$ cat config.mk
export PLATFORM = sky130hd
export DESIGN_NAME = pcmc_config
export DESIGN_NICKNAME = d
export VERILOG_FILES = /design/src/logic/pcmc_pkg.sv /design/src/logic/pcmc_config.sv
export SDC_FILE = /design/constraint.sdc
export NUM_CORES = 1
export LEC_CHECK = 0
export ABC_AREA = 1
export ABC_CLOCK_PERIOD_IN_PS = 2200
export BUFFER_PORTS_ARGS = -buffer_cell sky130_fd_sc_hd__buf_2
export CORE_MARGIN = 2
export CORE_UTILIZATION = 32
export DETAILED_ROUTE_END_ITERATION = 8
export REMOVE_ABC_BUFFERS = 1
export SLEW_MARGIN = 5
export SYNTH_ARGS = -nofsm -noshare
export SYNTH_HDL_FRONTEND = slang
export SYNTH_SLANG_ARGS = --single-unit
$ cat constraint.sdc
create_clock -name pclk -period 2.2 [get_ports pclk]
set_clock_uncertainty 0.2 [all_clocks]
set_input_delay 0.22 -clock pclk [delete_from_list [all_inputs] [get_ports pclk]]
set_output_delay 0.22 -clock pclk [all_outputs]
set_load 0.005 [all_outputs]
$ cat src/logic/pcmc_pkg.sv
// Register map, field layout and reset values of the pace and CM config
package pcmc_pkg;
   localparam int          ADDR_W      = 12;
   localparam int          DATA_W      = 32;
   localparam int          REG_W       = 24;
   localparam int          LANES       = 3;
   localparam int          BYTE_W      = 8;
   localparam int          DRV_W       = 6;
   // Printed register indices; byte address is four times the index
   localparam logic [ADDR_W-1:0] PACE_IDX  = 12'h004;
   localparam logic [ADDR_W-1:0] CMREF_IDX = 12'h005;
   localparam logic [ADDR_W-1:0] PACE_ADDR = PACE_IDX << 2;
   localparam logic [ADDR_W-1:0] CMREF_ADDR = CMREF_IDX << 2;
   localparam logic [1:0]  ALIGN_OK    = 2'h0;
   localparam logic [REG_W-1:0] PACE_RST  = 24'h000F88;
   localparam logic [REG_W-1:0] PACE_MASK = 24'h000FFF;
   localparam logic [REG_W-1:0] CMREF_RST = 24'hE00000;
   localparam logic [REG_W-1:0] CMREF_MASK = 24'hF87FF4;
   localparam logic [DATA_W-REG_W-1:0] PAD_ZERO = 8'h00;
   // Pace control fields
   localparam int          FILT_W_BIT  = 11;
   localparam int          FILT_2_BIT  = 10;
   localparam int          FILT_1_BIT  = 9;
   localparam int          SEL3_MSB    = 8;
   localparam int          SEL3_LSB    = 7;
   localparam int          SEL2_MSB    = 6;
   localparam int          SEL2_LSB    = 5;
   localparam int          SEL1_MSB    = 4;
   localparam int          SEL1_LSB    = 3;
   localparam int          DET3_BIT    = 2;
   localparam int          DET2_BIT    = 1;
   localparam int          DET1_BIT    = 0;
   // Common-mode and reference fields
   localparam int          CM_MSB      = 23;
   localparam int          CM_LSB      = 19;
   localparam int          SUM_MSB     = 14;
   localparam int          SUM_LSB     = 9;
   localparam int          CEREF_BIT   = 8;
   localparam int          DSEL_MSB    = 7;
   localparam int          DSEL_LSB    = 4;
   localparam int          EXTERNAL_COMMON_MODE_SELECT_BIT   = 2;
   localparam logic [4:0]  CM_NONE     = 5'h00;
   // Lead codes for the pace detectors
   typedef enum logic [1:0] {
      PCMC_LEAD_I   = 2'b00,
      PCMC_LEAD_II  = 2'b01,
      PCMC_LEAD_III = 2'b10,
      PCMC_LEAD_AVF = 2'b11
   } pcmc_lead_t;
   // Drive electrode codes; higher codes are reserved
   typedef enum logic [3:0] {
      PCMC_DRV_OUT = 4'b0000,
      PCMC_DRV_LA  = 4'b0001,
      PCMC_DRV_LL  = 4'b0010,
      PCMC_DRV_RA  = 4'b0011,
      PCMC_DRV_V1  = 4'b0100,
      PCMC_DRV_V2  = 4'b0101
   } pcmc_drv_t;
   localparam logic [DRV_W-1:0] DRV_NONE = 6'h00;
   localparam logic [DRV_W-1:0] DRV_ONE  = 6'h01;
endpackage

$ cat src/logic/pcmc_config.sv
// APB register bank for pace detection and common-mode/reference control
module pcmc_config (
   input  wire logic                          pclk,
   input  wire logic                          presetn,
   input  wire logic                          psel,
   input  wire logic                          penable,
   input  wire logic                          pwrite,
   input  wire logic [pcmc_pkg::ADDR_W-1:0]   paddr,
   input  wire logic [pcmc_pkg::DATA_W-1:0]   pwdata,
   input  wire logic [3:0]                    pstrb,
   output logic                               pready,
   output logic      [pcmc_pkg::DATA_W-1:0]   prdata,
   output logic                               pslverr,
   output logic                               pulse_width_filter_enable,
   output logic                               second_validation_filter_enable,
   output logic                               first_validation_filter_enable,
   output logic      [1:0]                    detector_three_lead_select,
   output logic      [1:0]                    detector_two_lead_select,
   output logic      [1:0]                    detector_one_lead_select,
   output logic                               detector_three_enable,
   output logic                               detector_two_enable,
   output logic                               detector_one_enable,
   output logic      [4:0]                    cm_electrode_switch,
   output logic                               internal_common_mode_level,
   output logic                               external_common_mode_select,
   output logic      [5:0]                    drive_sum_switch,
   output logic                               common_electrode_reference_enable,
   output logic      [pcmc_pkg::DRV_W-1:0]    drive_electrode_onehot
);
   import pcmc_pkg::*;

   logic [REG_W-1:0]  pace_reg;
   logic [REG_W-1:0]  cmref_reg;
   logic [REG_W-1:0]  pace_next;
   logic [REG_W-1:0]  cmref_next;
   logic              pready_reg;
   logic [DATA_W-1:0] prdata_reg;
   logic              pslverr_reg;
   logic [4:0]        cm_switch_reg;
   logic              cm_internal_reg;
   logic [DRV_W-1:0]  drive_onehot_reg;
   logic              setup;
   logic              access_done;
   logic              hit_pace;
   logic              hit_cmref;
   logic              aligned;
   logic [4:0]        cm_field;
   logic [3:0]        dsel_field;

   // Byte-lane merge of a write into a stored word
   function automatic logic [REG_W-1:0] merge(
      input logic [REG_W-1:0]  old_v,
      input logic [DATA_W-1:0] new_v,
      input logic [3:0]        strb,
      input logic [REG_W-1:0]  mask
   );
      logic [REG_W-1:0] r;
      r = old_v;
      for (int i = 0; i < LANES; i++) begin
         if (strb[i]) begin
            r[i*BYTE_W +: BYTE_W] = new_v[i*BYTE_W +: BYTE_W];
         end
      end
      merge = r & mask;
   endfunction

   // Drive electrode code to one-hot, reserved codes give none
   function automatic logic [DRV_W-1:0] drv_decode(
      input logic [3:0] code
   );
      logic [DRV_W-1:0] r;
      r = DRV_NONE;
      case (code)
         PCMC_DRV_OUT: r = DRV_ONE << 0;
         PCMC_DRV_LA:  r = DRV_ONE << 1;
         PCMC_DRV_LL:  r = DRV_ONE << 2;
         PCMC_DRV_RA:  r = DRV_ONE << 3;
         PCMC_DRV_V1:  r = DRV_ONE << 4;
         PCMC_DRV_V2:  r = DRV_ONE << 5;
         default:      r = DRV_NONE;
      endcase
      drv_decode = r;
   endfunction

   assign aligned     = (paddr[1:0] == ALIGN_OK);
   assign hit_pace    = aligned && (paddr == PACE_ADDR);
   assign hit_cmref   = aligned && (paddr == CMREF_ADDR);
   assign setup       = psel && !penable;
   assign access_done = psel && penable && pready_reg;
   assign cm_field    = cmref_reg[CM_MSB:CM_LSB];
   assign dsel_field  = cmref_reg[DSEL_MSB:DSEL_LSB];

   // masked write keeps reserved bits zero
   assign pace_next  = merge(pace_reg, pwdata, pstrb, PACE_MASK);
   assign cmref_next = merge(cmref_reg, pwdata, pstrb, CMREF_MASK);

   always_ff @(posedge pclk or negedge presetn) begin
      if (!presetn) begin
         pace_reg <= PACE_RST;
      end else if (access_done && pwrite && hit_pace) begin
         pace_reg <= pace_next;
      end
   end

   always_ff @(posedge pclk or negedge presetn) begin
      if (!presetn) begin
         cmref_reg <= CMREF_RST;
      end else if (access_done && pwrite && hit_cmref) begin
         cmref_reg <= cmref_next;
      end
   end

   // One wait-free access phase, answer prepared at setup
   always_ff @(posedge pclk or negedge presetn) begin
      if (!presetn) begin
         pready_reg  <= 1'b0;
         prdata_reg  <= '0;
         pslverr_reg <= 1'b0;
      end else begin
         pready_reg  <= setup;
         pslverr_reg <= setup && !(hit_pace || hit_cmref);
         if (setup && !pwrite && hit_pace) begin
            prdata_reg <= {PAD_ZERO, pace_reg};
         end else if (setup && !pwrite && hit_cmref) begin
            prdata_reg <= {PAD_ZERO, cmref_reg};
         end else begin
            prdata_reg <= '0;
         end
      end
   end

   // Common-mode switch control from the stored selection
   always_ff @(posedge pclk or negedge presetn) begin
      if (!presetn) begin
         cm_switch_reg   <= CMREF_RST[CM_MSB:CM_LSB];
         cm_internal_reg <= 1'b0;
      end else begin
         // external source opens all electrode switches
         if (cmref_reg[EXTERNAL_COMMON_MODE_SELECT_BIT]) begin
            cm_switch_reg   <= CM_NONE;
            cm_internal_reg <= 1'b0;
         end else begin
            cm_switch_reg   <= cm_field;
            // empty selection falls back to internal level
            cm_internal_reg <= (cm_field == CM_NONE);
         end
      end
   end

   always_ff @(posedge pclk or negedge presetn) begin
      if (!presetn) begin
         drive_onehot_reg <= DRV_ONE;
      end else begin
         drive_onehot_reg <= drv_decode(dsel_field);
      end
   end

   assign pready  = pready_reg;
   assign prdata  = prdata_reg;
   assign pslverr = pslverr_reg;
   assign pulse_width_filter_enable       = pace_reg[FILT_W_BIT];
   assign second_validation_filter_enable = pace_reg[FILT_2_BIT];
   assign first_validation_filter_enable  = pace_reg[FILT_1_BIT];
   assign detector_three_lead_select = pace_reg[SEL3_MSB:SEL3_LSB];
   assign detector_two_lead_select   = pace_reg[SEL2_MSB:SEL2_LSB];
   assign detector_one_lead_select   = pace_reg[SEL1_MSB:SEL1_LSB];
   assign detector_three_enable = pace_reg[DET3_BIT];
   assign detector_two_enable   = pace_reg[DET2_BIT];
   assign detector_one_enable   = pace_reg[DET1_BIT];
   assign cm_electrode_switch         = cm_switch_reg;
   assign internal_common_mode_level  = cm_internal_reg;
   assign external_common_mode_select = cmref_reg[EXTERNAL_COMMON_MODE_SELECT_BIT];
   // summing switches follow stored bits only
   // no automatic opening on drive disable
   assign drive_sum_switch = cmref_reg[SUM_MSB:SUM_LSB];
   assign common_electrode_reference_enable = cmref_reg[CEREF_BIT];
   assign drive_electrode_onehot = drive_onehot_reg;

   // Helper: set once any pace write has landed
   logic pace_written;
   always_ff @(posedge pclk or negedge presetn) begin
      if (!presetn) begin
         pace_written <= 1'b0;
      end else if (access_done && pwrite && hit_pace) begin
         pace_written <= 1'b1;
      end
   end

   // reset value holds until the first write
   chk_pace_reset: assert property (
      @(posedge pclk) disable iff (!presetn)
      !pace_written |-> (pace_reg == PACE_RST))
      else $error("pace register left reset value without a write");

   // write lands at the access edge, masked
   chk_pace_write: assert property (
      @(posedge pclk) disable iff (!presetn)
      (access_done && pwrite && hit_pace) |=>
         (pace_reg == $past(pace_next)))
      else $error("pace register write not stored");

   // setup read returns stored word next cycle
   chk_read_pace: assert property (
      @(posedge pclk) disable iff (!presetn)
      (setup && !pwrite && hit_pace) |=>
         (pready && prdata == {PAD_ZERO, $past(pace_reg)}))
      else $error("pace readback mismatch");

   // CM register keeps reserved bits zero
   chk_cmref_rsvd: assert property (
      @(posedge pclk) disable iff (!presetn)
      (cmref_reg & ~CMREF_MASK) == '0)
      else $error("reserved CM bits set");

   chk_ext_ignore: assert property (
      @(posedge pclk) disable iff (!presetn)
      cmref_reg[EXTERNAL_COMMON_MODE_SELECT_BIT] |=> (cm_electrode_switch == CM_NONE))
      else $error("electrode switches closed with external CM");

   chk_cm_internal: assert property (
      @(posedge pclk) disable iff (!presetn)
      (!cmref_reg[EXTERNAL_COMMON_MODE_SELECT_BIT] && cm_field == CM_NONE) |=>
         internal_common_mode_level)
      else $error("internal CM level not selected");

   // switches mirror the selection one cycle later
   chk_cm_follow: assert property (
      @(posedge pclk) disable iff (!presetn)
      !cmref_reg[EXTERNAL_COMMON_MODE_SELECT_BIT] |=>
         (cm_electrode_switch == $past(cm_field)) &&
         (internal_common_mode_level == ($past(cm_field) == CM_NONE)))
      else $error("CM switches do not follow selection");

   // reserved drive codes select no electrode
   chk_drive_code: assert property (
      @(posedge pclk) disable iff (!presetn)
      1'b1 |=> (drive_electrode_onehot ==
         (($past(dsel_field) > PCMC_DRV_V2) ? DRV_NONE :
            (DRV_ONE << $past(dsel_field)))))
      else $error("drive electrode decode wrong");

   chk_read_cmref: assert property (
      @(posedge pclk) disable iff (!presetn)
      (setup && !pwrite && hit_cmref) |=>
         (pready && prdata == {PAD_ZERO, $past(cmref_reg)}))
      else $error("CM/reference readback mismatch");

   // CM/reference write lands at access edge
   chk_cmref_write: assert property (
      @(posedge pclk) disable iff (!presetn)
      (access_done && pwrite && hit_cmref) |=>
         (cmref_reg == $past(cmref_next)))
      else $error("CM/reference register write not stored");

   // unmapped access errors and reads zero
   chk_unmapped_err: assert property (
      @(posedge pclk) disable iff (!presetn)
      (setup && !(hit_pace || hit_cmref)) |=>
         (pready && pslverr && prdata == '0))
      else $error("unmapped access not refused");

   // refused write leaves both registers alone
   chk_refused_write: assert property (
      @(posedge pclk) disable iff (!presetn)
      (access_done && pwrite && !(hit_pace || hit_cmref)) |=>
         ($stable(pace_reg) && $stable(cmref_reg)))
      else $error("refused write changed a register");

   // ready lasts exactly one cycle per transfer
   chk_ready_once: assert property (
      @(posedge pclk) disable iff (!presetn)
      setup |=> pready ##1 !pready)
      else $error("pready not a single cycle");

   cov_pace_write: cover property (
      @(posedge pclk) disable iff (!presetn)
      access_done && pwrite && hit_pace);
   cov_cm_write: cover property (
      @(posedge pclk) disable iff (!presetn)
      access_done && pwrite && hit_cmref);
   cov_unmapped: cover property (
      @(posedge pclk) disable iff (!presetn)
      pready && pslverr);
   cov_ext_cm: cover property (
      @(posedge pclk) disable iff (!presetn)
      $rose(external_common_mode_select));
endmodule

==> reports/qor_table.md <==
| Stage | Result | This run |
|---|---|---|
| run status | Run status | finished clean |
| critical path | WS Path Type | in -> reg |
| layout | Share of post-route cells with drive strength above 1 | 34.2% |
| detailed routing | Pre-Repair DR Iteration Count | 4 |
| detailed routing | Via-to-Cell Ratio | 4.49 |
| detailed routing | Number of DRC markers after the initial detailed-route iteration | 50 |
| cts | Total number of clock tree sinks | 63 |
| cts | Register clock-pin slew on the reported worst setup and hold paths | 0.07 ns |
| detailed routing | Post-Route WL | 6.49 mm |
| cts | # H-tree levels | 3 |
| logic synthesis | Portion of the post-synthesis area used by sequential elements | 57.4% |
| timing | Count of pins over their slew limit | 0 |
| die | Chip width | 97.1 um |
| die | Total die area | 9430 um^2 |
| cts | CTS tree | yes |
| cts | Num CTS Buffers | 9 |
| pwr | Total leakage power | 2.05 nW |
| placement | Final weighted congestion of routability-driven global placement | 0.771 |
| logic synthesis | Top cells by area in the synthesized netlist | sky130_fd_sc_hd__dfrtp_1 (45%), sky130_fd_sc_hd__dfstp_2 (12%), sky130_fd_sc_hd__nand2_1 (11%) |
| critical path | Data arrival time of the worst path | 2.06 ns |
| grt | Maximum number of pins on one net before global-route repair | 38 |
| critical path | Termination of the worst setup path | pace_reg[11]$_DFFE_PN1P_ |
| die | Placeable core area | 8300 um^2 |
| timing | Timing-limited maximum frequency | 508 MHz |
| layout | Most common cell after layout, fill and taps aside | sky130_fd_sc_hd__buf_2 |
| critical path | CP Max Fanout | 14 |
| timing | # setup viols final | 0 |
| layout | Synth-to-layout area growth | 36.5% |
| cts | Clock Latency Late Sink | 0.34 ns |
| layout | Nets | 463 |
| detailed routing | Total number of vias | 2,334 |
| detailed routing | Detailed-route DRC error count | 0 |
| min path | Kind of path behind the tightest hold check | in -> reg |
| logic synthesis | Cell count after synthesis | 293 |
| logic synthesis | Flip-flop and latch count after synthesis | 63 |
| grt | Total grt overflow | 0 |
| placement | DP HPWL | 4.52 mm |
| grt | Vias in the first global route | 2,312 |
| layout | Number of flip-flops under the largest register name | 20 |
| timing | Fraction of the cycle the final worst path needs | 89.5% |
| critical path | Setup slack, reg-to-reg | 0.37 ns |
| timing | Worst Tran Pin Value | 0.637 ns |
| timing | Unrepaired setup endpoints after global routing | no |
| critical path | Cell class contributing the biggest share of worst-path delay | buffers and inverters |
| critical path | Endpoint of the lowest-slack register-to-register path | pace_reg[11]$_DFFE_PN1P_ |
| detailed routing | Wirelength per Cell | 12.5 um |
| pwr | Power Dens Cells | 695 nW/um^2 |
| pwr | Worst-case vdd ir drop | 375 uV |
| critical path | Largest stage delay on the critical path | 0.59 ns |
| die | Height of the die | 97.1 um |
| layout | Highest-count cells in the layout ignoring fill and taps | sky130_fd_sc_hd__buf_2 (93), sky130_fd_sc_hd__nand2_1 (79), sky130_fd_sc_hd__dfrtp_1 (50) |
| logic synthesis | Yosys warning count | 0 |
| grt | Initial antenna violation count | 0 |
| run | Maximum capacitance violations | 0 |
| logic synthesis | Post-Syn Area per Cell | 9.47 um^2 |
| die | Initial Util | 33.4% |
| critical path | Count of cells along the worst register-to-register path | 5 |
| critical path | Required time of the critical path | 2.29 ns |
| layout | Final antenna diode count | 0 |
| grt | Global-route wire length before repair | 11.2 mm |
| critical path | Type of element launching the critical path | input port |
| timing | Count of endpoints failing hold in the final timing report | 0 |
| cts | Clock tree root driver cell | sky130_fd_sc_hd__clkbuf_8 |
| layout | Layout Cells excl Fill | 520 |
| placement | Placed Cells | 479 |
| critical path | Cell-by-cell trace of the critical path | dlygate4sd3_1 > buf_2 > nand3_1 > nor2_4 > nand4_1 > dlygate4sd3_1 > nand2_1 |
| cts | CTS Buffer Depth | 2 |
| logic synthesis | Number of different library cells in the post-synthesis netlist | 22 |
| critical path | Crit path top cell by count | sky130_fd_sc_hd__dlygate4sd3_1 |
| placement | Port Buf Inserts | 93 |
| detailed routing | ANT nets after route | 0 |
| timing | Setup TNS | 0 ns |
| die | Count of standard-cell rows | 33 |
| die | Number of top-level pins | 119 |
| critical path | Beginning of the worst register-to-register path | pready$_DFF_PN0_ |
| logic synthesis | Area leader, netlist | sky130_fd_sc_hd__dfrtp_1 |
| critical path | CP Depth | 7 |
| grt | GRT Util Overall | 14.8% |
| logic synthesis | Yosys top cell area share | 45.1% |
| critical path | Worst setup EP type | register |
| logic synthesis | Mapped cell area | 2780 um^2 |
| critical path | CP Launch Point | penable |
| timing | Worst slew margin | 57.6% |
| timing | Shortest clock period the worst path allows after layout | 1.97 ns |
| critical path | Worst Path Buf+Inv | 3 |
| critical path | Slowest cell on crit path | sky130_fd_sc_hd__dlygate4sd3_1 |
worst min-delay path by stage:
stage | from | endpoint | cells after the start
after floorplan | presetn | cm_electrode_switch[0]$_DFF_PN0_ | 0
after global placement | presetn | prdata[20]$_DFF_PN0_ | 1
after detailed placement | presetn | prdata[20]$_DFF_PN0_ | 1
after CTS | pstrb[1] | pace_reg[8]$_DFFE_PN1P_ | 3
after global routing | pstrb[1] | pace_reg[9]$_DFFE_PN1P_ | 3
final | pstrb[1] | pace_reg[8]$_DFFE_PN1P_ | 3
stage by stage:
step	setup slack [ns]	utilization, %	instance area (um^2)	power [mW]	hold WS (ns)
global placement	0.259	39.4	3270	1.28	0.0734
finish	0.232	45.7	3790	2.63	0.0252
detailed placement	0.235	39.4	3270	1.29	0.0779
CTS	0.247	45.7	3790	2.66	0.00270
floorplan	0.432	-	2590	1.20	-0.276
global route	0.106	45.7	3790	2.74	0.0114
where the power goes:
group / switching [mW] / internal, mW
Clock: 0.464 / 0.871
Sequential: 0.000917 / 1.16
Combinational: 0.0719 / 0.0635
worst register-to-register path, stage by stage (launching register included):
cell                            delay (ns)
sky130_fd_sc_hd__dfrtp_1              0.35
sky130_fd_sc_hd__nand3_1              0.12
sky130_fd_sc_hd__nor2_4               0.32
sky130_fd_sc_hd__nand4_1              0.14
sky130_fd_sc_hd__dlygate4sd3_1        0.59
sky130_fd_sc_hd__nand2_1              0.07
routing by layer:
layer / vias up / wire, um / part of all wire (%) / track usage (%)
met1: 1078 / 2810 / 43 / 18.1
met5: - / 0 / 0 / 0
li1: 1156 / - / - / -
met3: 11 / 430 / 6.6 / 4.60
met4: 0 / 97 / 1.5 / 5.63
met2: 89 / 3150 / 49 / 24.4
kinds of logic after synthesis:
kind of cell           count (synthesis)  share of synthesized area (%)
flip-flops                            63                           57.4
AND/OR/NAND/NOR                      172                           30.6
AO/OA/AOI/OAI                          3                          0.541
buffers and inverters                 54                           11.3
other                                  1                          0.135
timing repair:
action	in CTS	in global routing
gates resized for setup	0	0
endpoints found under the hold margin	50	0
setup buffers	0	0
hold buffers	25	0
Yosys cell counts:
cell and count:
sky130_fd_sc_hd__o21ai_0 3, sky130_fd_sc_hd__buf_2 5, sky130_fd_sc_hd__nand3_4 3, sky130_fd_sc_hd__nand3_2 2, sky130_fd_sc_hd__nor2_4 3, sky130_fd_sc_hd__nand3_1 13, sky130_fd_sc_hd__nor4_1 2, sky130_fd_sc_hd__nor2_2 3
sky130_fd_sc_hd__dfrtp_1 50, sky130_fd_sc_hd__clkbuf_1 2, sky130_fd_sc_hd__dfstp_2 13, sky130_fd_sc_hd__nor3_1 10, sky130_fd_sc_hd__nand2_1 79, sky130_fd_sc_hd__inv_1 22, sky130_fd_sc_hd__nand4_1 30, sky130_fd_sc_hd__nand2_4 1
sky130_fd_sc_hd__nor2_1 25, sky130_fd_sc_hd__buf_6 4, sky130_fd_sc_hd__nor3b_1 1, sky130_fd_sc_hd__buf_4 20, sky130_fd_sc_hd__clkinv_1 1, sky130_fd_sc_hd__conb_1 1
area by class of cell:
| cell class | instances | area, um^2 |
|---|---|---|
| Timing Repair Buffer | 126 | 801 |
| Clock buffer | 9 | 124 |
| Inverter | 23 | 86.3 |
| Fill cell | 811 | 4510 |
| Sequential cell | 63 | 1590 |
| Multi-Input combinational cell | 187 | 910 |
| Tap cell | 105 | 131 |
| Clock inverter | 7 | 144 |
Power figures use the tool's default switching activity.
